<file path="src/inc/stack_op_pkg.sv">
package stack_op_pkg;
  // =====================================================
  // register offsets (byte addresses, one word each)
  localparam logic [11:0] OFF_CTRL   = 12'h000;
  localparam logic [11:0] OFF_BANK   = 12'h004;
  localparam logic [11:0] OFF_PTR0   = 12'h008;
  localparam logic [11:0] OFF_PTR1   = 12'h00C;
  localparam logic [11:0] OFF_PTR2   = 12'h010;
  localparam logic [11:0] OFF_STATUS = 12'h014;
  localparam logic [11:0] OFF_PC     = 12'h018;
  // field positions
  localparam int CTRL_EXT_BIT   = 0;
  localparam int STAT_BUSY_BIT  = 0;
  localparam int STAT_BAD_BIT   = 1;
  // values after reset
  localparam logic        RST_EXT = 1'b0;
  localparam logic [3:0]  RST_BANK = 4'h0;
  localparam logic [11:0] RST_PTR  = 12'h000;
  localparam logic [20:0] RST_PC  = 21'h000000;
  // opcodes
  localparam logic [7:0]  OP_PUSH = 8'hFA;
  localparam logic [7:0]  OP_SUB  = 8'hE9;
  localparam logic [7:0]  OP_MOV  = 8'hEB;
  localparam logic [3:0]  W2_PFX  = 4'hF;
  localparam logic [1:0]  SEL_RET = 2'h3;
  // access bank split and upper bank
  localparam logic [7:0]  ACC_LIMIT = 8'h5F;
  localparam logic [3:0]  ACC_HI    = 4'hF;
  localparam logic [3:0]  ACC_LO    = 4'h0;
  // special data addresses (plain defaults)
  localparam logic [11:0] ADR_IND0 = 12'hFF0;
  localparam logic [11:0] ADR_IND1 = 12'hFF1;
  localparam logic [11:0] ADR_IND2 = 12'hFF2;
  localparam logic [11:0] ADR_PC_LOW = 12'hFF9;
  localparam logic [11:0] ADR_STK_UP = 12'hFFD;
  localparam logic [11:0] ADR_STK_HI = 12'hFFE;
  localparam logic [11:0] ADR_STK_LO = 12'hFFF;
  localparam logic [11:0] ONE12    = 12'h001;

  typedef enum logic [2:0] {
    S_IDLE   = 3'b001,
    S_MVDST  = 3'b010,
    S_RETNOP = 3'b100
  } state_t;

  typedef struct packed {
    state_t      state;
    logic        ext_en;
    logic [3:0]  bank_sel;
    logic [11:0] ptr0;
    logic [11:0] ptr1;
    logic [11:0] frame_ptr;
    logic [20:0] pc;
    logic [7:0]  hold;
    logic        data_ok;
    logic        src_ind;
    logic        bad_op;
    logic [31:0] prdata;
    logic [11:0] mem_addr;
    logic [7:0]  mem_wdata;
    logic        mem_we;
    logic        mem_re;
    logic        ret;
    logic [11:0] xlat_addr;
    logic        xlat_w;
    logic        xlat_valid;
  } st_t;
endpackage

</file>
<file path="src/core/indexed_stack_op_decoder.sv">
// Operation
// - two-word move; word1 EB plus 1 and source offset, word2 F and dest offset
// - move addresses span the whole 12-bit, 4096-byte data space
// - move never writes program counter low or any stack top byte
// - move source on an indirect register reads as 00h
// - move destination on an indirect register performs no write
// - move keeps flags, reads source first cycle, writes destination second
// - literal push writes literal at frame pointer, one cycle, no flags
// - after push the frame pointer decrements by one
// - pointer subtract takes 6-bit literal from selected pointer 0 to 2
// - select 11 subtracts from frame pointer, returns, then idles one cycle
// - extension enable also turns on indexed literal-offset addressing
// - extension off: access bank when a is 0, bank select when 1
// - extension on, a 0, operand up to 5Fh adds to frame pointer
// - translation serves every byte and bit instruction with access bit
// - frame pointer 00h maps offsets onto the original access bank
// - destination bit keeps its meaning: working register or location
// - extension enable bit resets to 0, extension disabled
//
// Implementation choices: the address map and the APB register port.
`timescale 1ns/1ns
module indexed_stack_op_decoder (
  input  wire logic        pclk,        // core clock
  input  wire logic        presetn,     // async reset, low
  input  wire logic        psel,        // apb select
  input  wire logic        penable,     // apb access phase
  input  wire logic        pwrite,      // apb write
  input  wire logic [11:0] paddr,       // apb byte address
  input  wire logic [31:0] pwdata,      // apb write data
  output logic      [31:0] prdata,      // apb read data
  output logic             pready,      // apb ready
  output logic             pslverr,     // apb unmapped access
  input  wire logic        instr_valid, // instruction word offered
  input  wire logic [15:0] instr_word,  // instruction word
  output logic             instr_ready, // word taken this cycle
  input  wire logic [20:0] return_stack_top,         // return stack top
  output logic      [20:0] pc,          // program counter
  output logic             ret_pulse,   // return taken
  output logic      [11:0] mem_addr,    // data memory address
  output logic      [7:0]  mem_wdata,   // data memory write data
  output logic             mem_we,      // write strobe
  output logic             mem_re,      // read strobe
  input  wire logic [7:0]  mem_rdata,   // read data, same cycle as re
  input  wire logic        std_valid,   // standard operand offered
  input  wire logic [7:0]  std_f,       // file register field
  input  wire logic        std_a,       // access select bit
  input  wire logic        std_d,       // destination bit
  output logic      [11:0] xlat_addr,   // translated address
  output logic             xlat_to_w,   // result to working reg
  output logic             xlat_valid   // translation valid
);

  // =====================================================
  // helpers
  function automatic logic is_ind(input logic [11:0] a);
    case (a)
      stack_op_pkg::ADR_IND0,
      stack_op_pkg::ADR_IND1,
      stack_op_pkg::ADR_IND2: is_ind = 1'b1;
      default:                is_ind = 1'b0;
    endcase
  endfunction

  function automatic logic is_prot(input logic [11:0] a);
    case (a)
      stack_op_pkg::ADR_PC_LOW,
      stack_op_pkg::ADR_STK_UP,
      stack_op_pkg::ADR_STK_HI,
      stack_op_pkg::ADR_STK_LO: is_prot = 1'b1;
      default:                  is_prot = 1'b0;
    endcase
  endfunction

  // sum is taken at 12 bits so it wraps rather than carries out
  function automatic logic [11:0] fp_add(
    input logic [11:0] fp,
    input logic [6:0]  z
  );
    fp_add = fp + {5'h00, z};
  endfunction

  // =====================================================
  // state
  stack_op_pkg::st_t r, n;

  logic        wr_acc;
  logic        rd_setup;
  logic        hit;
  logic        take;
  logic [7:0]  op_hi;
  logic [7:0]  op_lo;
  logic [11:0] src_a;
  logic [11:0] dst_a;
  logic [7:0]  mv_data;
  logic [5:0]  k6;
  logic [11:0] sub_k;

  assign op_hi = instr_word[15:8];
  assign op_lo = instr_word[7:0];
  assign k6    = instr_word[5:0];
  assign sub_k = {6'h00, k6};
  assign src_a = fp_add(r.frame_ptr, instr_word[6:0]);
  assign dst_a = fp_add(r.frame_ptr, instr_word[6:0]);

  // =====================================================
  // opcode classes; extended words only count with the extension on
  logic        op_push;
  logic        op_sub;
  logic        op_mov1;
  logic        op_mov2;

  assign op_push = (op_hi == stack_op_pkg::OP_PUSH);
  assign op_sub  = (op_hi == stack_op_pkg::OP_SUB);
  assign op_mov1 = (op_hi == stack_op_pkg::OP_MOV) & instr_word[7];
  assign op_mov2 = (instr_word[15:12] == stack_op_pkg::W2_PFX);

  // =====================================================
  // pointer arithmetic, all taken at 12 bits so it wraps
  logic [11:0] ptr0_sub;
  logic [11:0] ptr1_sub;
  logic [11:0] frame_sub;
  logic [11:0] frame_dec;

  assign ptr0_sub  = r.ptr0 - sub_k;
  assign ptr1_sub  = r.ptr1 - sub_k;
  assign frame_sub = r.frame_ptr - sub_k;
  assign frame_dec = r.frame_ptr - stack_op_pkg::ONE12;

  // =====================================================
  // apb decode; reads answer in the first access cycle
  assign wr_acc   = psel & penable & pwrite;
  assign rd_setup = psel & ~penable & ~pwrite;
  always_comb begin
    unique case (paddr)
      stack_op_pkg::OFF_CTRL,
      stack_op_pkg::OFF_BANK,
      stack_op_pkg::OFF_PTR0,
      stack_op_pkg::OFF_PTR1,
      stack_op_pkg::OFF_PTR2,
      stack_op_pkg::OFF_STATUS,
      stack_op_pkg::OFF_PC: hit = 1'b1;
      default:              hit = 1'b0;
    endcase
  end

  // no wait states: every access ends in its first access cycle
  assign pready    = 1'b1;
  // unmapped offsets answer with an error and read as zero
  assign pslverr   = psel & penable & ~hit;
  assign instr_ready = (r.state != stack_op_pkg::S_RETNOP);
  assign take      = instr_valid & instr_ready;

  // source byte: held copy, or memory answer in the first dest cycle;
  // an indirect source never strobes memory, so its byte is forced
  always_comb begin
    if (r.src_ind) begin
      mv_data = 8'h00;
    end else if (r.data_ok) begin
      mv_data = r.hold;
    end else begin
      mv_data = mem_rdata;
    end
  end

  // =====================================================
  // operand translation for standard byte and bit instructions
  logic [11:0] xl_addr;

  always_comb begin
    if (std_a) begin
      xl_addr = {r.bank_sel, std_f};
    end else if (r.ext_en && std_f <= stack_op_pkg::ACC_LIMIT) begin
      // a zero pointer lands on the old access bank
      xl_addr = fp_add(r.frame_ptr, std_f[6:0]);
    end else if (std_f <= stack_op_pkg::ACC_LIMIT) begin
      xl_addr = {stack_op_pkg::ACC_LO, std_f};
    end else begin
      xl_addr = {stack_op_pkg::ACC_HI, std_f};
    end
  end

  // =====================================================
  // next state
  always_comb begin
    n            = r;
    n.mem_we     = 1'b0;
    n.mem_re     = 1'b0;
    n.ret        = 1'b0;
    n.xlat_valid = 1'b0;
    // strobes default low so each stands for one cycle only

    // software writes first so instruction updates win below
    if (wr_acc) begin
      unique case (paddr)
        stack_op_pkg::OFF_CTRL:
          n.ext_en = pwdata[stack_op_pkg::CTRL_EXT_BIT];
        stack_op_pkg::OFF_BANK: n.bank_sel  = pwdata[3:0];
        stack_op_pkg::OFF_PTR0: n.ptr0      = pwdata[11:0];
        stack_op_pkg::OFF_PTR1: n.ptr1      = pwdata[11:0];
        stack_op_pkg::OFF_PTR2: n.frame_ptr = pwdata[11:0];
        // an event in the same cycle sets the flag again below
        stack_op_pkg::OFF_STATUS:
          if (pwdata[stack_op_pkg::STAT_BAD_BIT]) begin
            n.bad_op = 1'b0;
          end
        default: ;
      endcase
    end

    if (rd_setup) begin
      n.prdata = 32'h00000000;
      unique case (paddr)
        stack_op_pkg::OFF_CTRL:
          n.prdata[stack_op_pkg::CTRL_EXT_BIT] = r.ext_en;
        stack_op_pkg::OFF_BANK: n.prdata[3:0]  = r.bank_sel;
        stack_op_pkg::OFF_PTR0: n.prdata[11:0] = r.ptr0;
        stack_op_pkg::OFF_PTR1: n.prdata[11:0] = r.ptr1;
        stack_op_pkg::OFF_PTR2: n.prdata[11:0] = r.frame_ptr;
        stack_op_pkg::OFF_STATUS: begin
          n.prdata[stack_op_pkg::STAT_BUSY_BIT] =
            (r.state != stack_op_pkg::S_IDLE);
          n.prdata[stack_op_pkg::STAT_BAD_BIT] = r.bad_op;
        end
        stack_op_pkg::OFF_PC: n.prdata[20:0] = r.pc;
        default: ;
      endcase
    end

    // operand translation for standard byte and bit instructions
    if (std_valid) begin
      n.xlat_valid = 1'b1;
      n.xlat_w     = ~std_d;
      n.xlat_addr  = xl_addr;
    end

    unique case (r.state)
      stack_op_pkg::S_IDLE: begin
        // extended opcodes decode only with the extension on
        if (take && r.ext_en) begin
          if (op_push) begin
            n.mem_addr  = r.frame_ptr;
            n.mem_wdata = op_lo;
            n.mem_we    = 1'b1;
            // underflow wraps silently; software keeps its own limits
            n.frame_ptr = frame_dec;
          end else if (op_sub) begin
            unique case (instr_word[7:6])
              2'h0: n.ptr0 = ptr0_sub;
              2'h1: n.ptr1 = ptr1_sub;
              2'h2: n.frame_ptr = frame_sub;
              stack_op_pkg::SEL_RET: begin
                n.frame_ptr = frame_sub;
                n.pc    = return_stack_top;
                n.ret   = 1'b1;
                n.state = stack_op_pkg::S_RETNOP;
              end
            endcase
          end else if (op_mov1) begin
            // first cycle issues the source read
            n.mem_addr = src_a;
            n.mem_re   = ~is_ind(src_a);
            n.src_ind  = is_ind(src_a);
            n.data_ok  = 1'b0;
            n.state    = stack_op_pkg::S_MVDST;
          end else begin
            n.bad_op = 1'b1;
          end
        end else if (take) begin
          n.bad_op = 1'b1;
        end
      end

      stack_op_pkg::S_MVDST: begin
        // keep the source byte in case word two is late
        if (!r.data_ok) begin
          n.hold    = mv_data;
          n.data_ok = 1'b1;
        end
        if (take) begin
          n.state = stack_op_pkg::S_IDLE;
          if (!op_mov2) begin
            n.bad_op = 1'b1;
          end else if (!is_ind(dst_a) && !is_prot(dst_a)) begin
            n.mem_addr  = dst_a;
            n.mem_wdata = mv_data;
            n.mem_we    = 1'b1;
          end
          // otherwise the move completes as a no-operation
        end
      end

      stack_op_pkg::S_RETNOP: begin
        // the return target is being fetched; no word is taken
        n.state = stack_op_pkg::S_IDLE;
      end
      default: n.state = stack_op_pkg::S_IDLE;
    endcase
  end

  // =====================================================
  // registers
  always_ff @(posedge pclk or negedge presetn) begin
    if (!presetn) begin
      r.state      <= stack_op_pkg::S_IDLE;
      r.ext_en     <= stack_op_pkg::RST_EXT;
      r.bank_sel   <= stack_op_pkg::RST_BANK;
      r.ptr0       <= stack_op_pkg::RST_PTR;
      r.ptr1       <= stack_op_pkg::RST_PTR;
      r.frame_ptr  <= stack_op_pkg::RST_PTR;
      r.pc         <= stack_op_pkg::RST_PC;

      // move bookkeeping and status
      r.hold       <= 8'h00;
      r.data_ok    <= 1'b0;
      r.src_ind    <= 1'b0;
      r.bad_op     <= 1'b0;

      // registered outputs
      r.prdata     <= 32'h00000000;
      r.mem_addr   <= 12'h000;
      r.mem_wdata  <= 8'h00;
      r.mem_we     <= 1'b0;
      r.mem_re     <= 1'b0;
      r.ret        <= 1'b0;
      r.xlat_addr  <= 12'h000;
      r.xlat_w     <= 1'b0;
      r.xlat_valid <= 1'b0;
    end else begin
      r <= n;
    end
  end

  // =====================================================
  // outputs, all straight from flip-flops
  assign prdata     = r.prdata;
  assign pc         = r.pc;
  assign ret_pulse  = r.ret;
  assign mem_addr   = r.mem_addr;
  assign mem_wdata  = r.mem_wdata;
  assign mem_we     = r.mem_we;
  assign mem_re     = r.mem_re;
  assign xlat_addr  = r.xlat_addr;
  assign xlat_to_w  = r.xlat_w;
  assign xlat_valid = r.xlat_valid;

endmodule // indexed_stack_op_decoder

</file>
<file path="config.mk">
export PLATFORM = sky130hd
export DESIGN_NAME = indexed_stack_op_decoder
export DESIGN_NICKNAME = d
export VERILOG_FILES = /design/src/inc/stack_op_pkg.sv /design/src/core/indexed_stack_op_decoder.sv
export SDC_FILE = /design/constraint.sdc
export NUM_CORES = 1
export LEC_CHECK = 0
export ABC_AREA = 1
export BUFFER_PORTS_ARGS = -buffer_cell sky130_fd_sc_hd__buf_2
export CORE_UTILIZATION = 24
export DETAILED_ROUTE_END_ITERATION = 10
export REMOVE_ABC_BUFFERS = 1
export SKIP_LAST_GASP = 1
export SYNTH_ARGS = -nofsm -noshare
export SYNTH_HDL_FRONTEND = slang
export SYNTH_SLANG_ARGS = --single-unit
</file>
<file path="constraint.sdc">
create_clock -name pclk -period 2.2 [get_ports pclk]
set_input_delay 0.33 -clock pclk [delete_from_list [all_inputs] [get_ports pclk]]
set_output_delay 0.33 -clock pclk [all_outputs]
set_load 0.02 [all_outputs]
</file>
==> flow_summary.json <==
{
  "wirelength_um": 35240,
  "ios": 199,
  "nFillCells": 4367,
  "tns_ps": -2583,
  "cp_max_fo": 3,
  "end_kind": "register",
  "layout_setup_ws_ps": -153.7,
  "synth_flop_cell": "dfrtp_1",
  "synth-async-reset-ratio_pct": 100.0,
  "cts_sinks": 134,
  "antenna_left": 0,
  "die_area_um2": 40980,
  "yosysUniqueCellTypes": 54,
  "clkTransAtPathRegs_ps": 70,
  "synth_area_leaders": "dfrtp_1, nand2_1, buf_4",
  "synth_top_family_by_area": "simple AND/OR/NAND/NOR gates",
  "max_cap_viol_count": 0,
  "via_count": 9742,
  "synth_seq_cells": 134,
  "violations": "negative setup slack",
  "gp_congestion": 0.9135,
  "yosysTopAreaCell": "dfrtp_1",
  "crit_type": "reg -> reg",
  "wl_per_cell_um": 16.72,
  "yosys.area_share.simple_pct": 26.43,
  "powerDensity_nw_per_um2": 774.6,
  "synthAdderAreaFrac_pct": 5.321,
  "period_minus_slack_ps": 2354,
  "numCtsBuffers": 17,
  "cp.arrival_ps": 2690,
  "route.met2.wl_um": 16640,
  "synthMuxAreaShare_pct": 0.2336,
  "wl_met1_um": 15320,
  "grt_usage_pct": 17.05,
  "dpl.hpwl_um": 27540,
  "postLayoutCoreUtil_pct": 31.80,
  "drv_slew": 0,
  "status": "complete, but fails checks",
  "ctsHtreeMaxLevel": 4,
  "finalSetupViolCount": 24,
  "antenna_found_initial": 2,
  "crit_required_ps": 2530,
  "port_buffers": 166,
  "drtIter0Drc": 666,
  "viasPerCell": 4.621,
  "top_layer_used": "met4",
  "cts_max_path_buffers": 2,
  "rows": 73,
  "synth_compound_area_share_pct": 15.82,
  "synth_edf_count": 0,
  "layout-drive-gt1-share_pct": 29.60,
  "start_kind": "register",
  "seq_area_frac_synth_pct": 34.79,
  "finalHoldViolCount": 0,
  "grt_max_degree": 43,
  "synth_top_area_share_pct": 34.52,
  "drc": 0,
  "coreArea_um2": 39640,
  "cts_tree": "yes",
  "final_common_cell": "nand2_1",
  "syn_to_final_growth_pct": 30.74,
  "syn_area_um2": 9642,
  "fin_crit_sh_pct": 107.0,
  "initial_utilization_pct": 24.32,
  "grt_setup_unrepaired": "true",
  "yosys_warnings": 0,
  "vdd_drop_max_uv": 655.6,
  "grt_pass1_wl_um": 53070,
  "die_y_um": 202.4,
  "synth_xor_area_share_pct": 1.908,
  "p_leak_nw": 6.391,
  "skew_ps": 14.12,
  "wl_met3_um": 2128,
  "grt_pass1_vias": 9254,
  "layout_common_cells": "nand2_1, buf_2, inv_1",
  "max_freq_mhz": 424.9,
  "min-delay-path-class": "in -> reg",
  "grt_overflow": 0,
  "clock_latency_ps": 450,
  "synthesis.instances": 1345,
  "reg2reg_slack_ps": -150,
  "syn_avg_cell_area_um2": 7.169,
  "fin_nets": 1712,
  "first_pass_iters": 7,
  "die_w_um": 202.4,
  "clockRootBuffer": "clkbuf_16"
}
-- cell type report --
cell class	instances	area, um2	share of cell area (%)
Multi-Input combinational cell	925	5239	41.56
Inverter	172	650.6	5.161
Clock buffer	19	432.9	3.434
Tap cell	525	656.9	5.211
Sequential cell	134	3357	26.63
Timing Repair Buffer	318	2093	16.61
Antenna cell	2	5.005	0.03970
Clock inverter	13	171.4	1.360
-- layer usage --
layer  GRT usage [%]  vias up
li1                -     4767
met3           3.805       67
met2           27.53      342
met5               0        -
met1           22.09     4566
met4           6.445        0
-- stage by stage --
step	worst slack (ps)	hold slack [ps]	power (mW)	cell area, um2	instances
floorplan	-365.9	34.41	4.863	8838	1230
global placement	-253.6	255.8	6.359	11420	2056
detailed placement	-312.6	261.9	6.397	11420	2056
CTS	-160.7	50.29	9.630	12260	2101
global route	-337.9	62.50	10.37	12600	2107
finish	-153.7	71.97	9.764	12610	2108
-- synth_stat cells (3+ instances only) --
cell type	count
a21oi_1	77
a22oi_1	4
a31oi_1	4
buf_2	12
buf_4	89
buf_6	3
clkbuf_1	21
dfrtp_1	133
fa_1	5
ha_1	33
inv_1	161
inv_2	9
nand2_1	339
nand2_2	9
nand3_1	96
nand3_2	3
nand3b_1	4
nand4_1	12
nor2_1	75
nor3_1	15
nor3_2	6
nor3_4	4
nor4_1	3
o211ai_1	18
o21ai_0	131
o21ai_1	6
o22ai_1	17
o31ai_1	5
xnor2_1	3
xor2_1	18
-- worst max-delay path, stage by stage (launching register included) --
cell,delay [ps]
dfrtp_1,350
ha_2,180
inv_2,40
fa_2,350
inv_2,60
nand2_2,60
nand2_4,80
nand3b_1,100
nand2_1,70
nand2_1,60
nand2_2,70
nand2_2,80
nor3_4,250
nand2_4,110
nand2_4,100
buf_6,110
nand2_1,40
nand3_1,80
nand2_1,50
-- state kept, by name (all words and copies together), names as in the netlist --
| register | flops |
|---|---|
| r | 55 |
| pc | 21 |
| prdata | 21 |
| mem_addr | 12 |
| xlat_addr | 12 |
| mem_wdata | 8 |
| mem_re | 1 |
| mem_we | 1 |
| ret_pulse | 1 |
| xlat_to_w | 1 |
| xlat_valid | 1 |
-- final timing paths --
check,startpoint,end,depth (start not counted)
setup / recovery,r[101],mem_addr[5],18
hold / removal,std_d,xlat_to_w,2
setup reg to reg,r[101],mem_addr[5],18
hold reg to reg,xlat_addr[6],xlat_addr[6],2
max in group asynchronous,presetn,r[102],3
min in group asynchronous,presetn,prdata[9],2
-- where the power goes --
group | internal (mW) | switching, mW | total (mW)
Sequential | 2.77 | 0.214 | 2.98
Combinational | 1.48 | 2.23 | 3.71
Clock | 1.80 | 1.27 | 3.07
-- timing repair --
action | in CTS | in global routing
gates resized for setup | 30 | 86
hold buffers | 1 | 0
pin swaps | 8 | 35
endpoints found under the hold margin | 31 | 0
endpoints found under the setup margin | 29 | 47
buffers inserted | 10 | 7
cloned | 2 | 0
-- cell families after synthesis --
family                   after synthesis
AND/OR/NAND/NOR                      575
buffers and inverters                297
AO/OA/AOI/OAI                        276
flip-flops                           134
adder cells (fa/ha/maj)               38
XOR/XNOR                              21
other                                  2
multiplexers                           2
(Power assumes the default switching activity.)
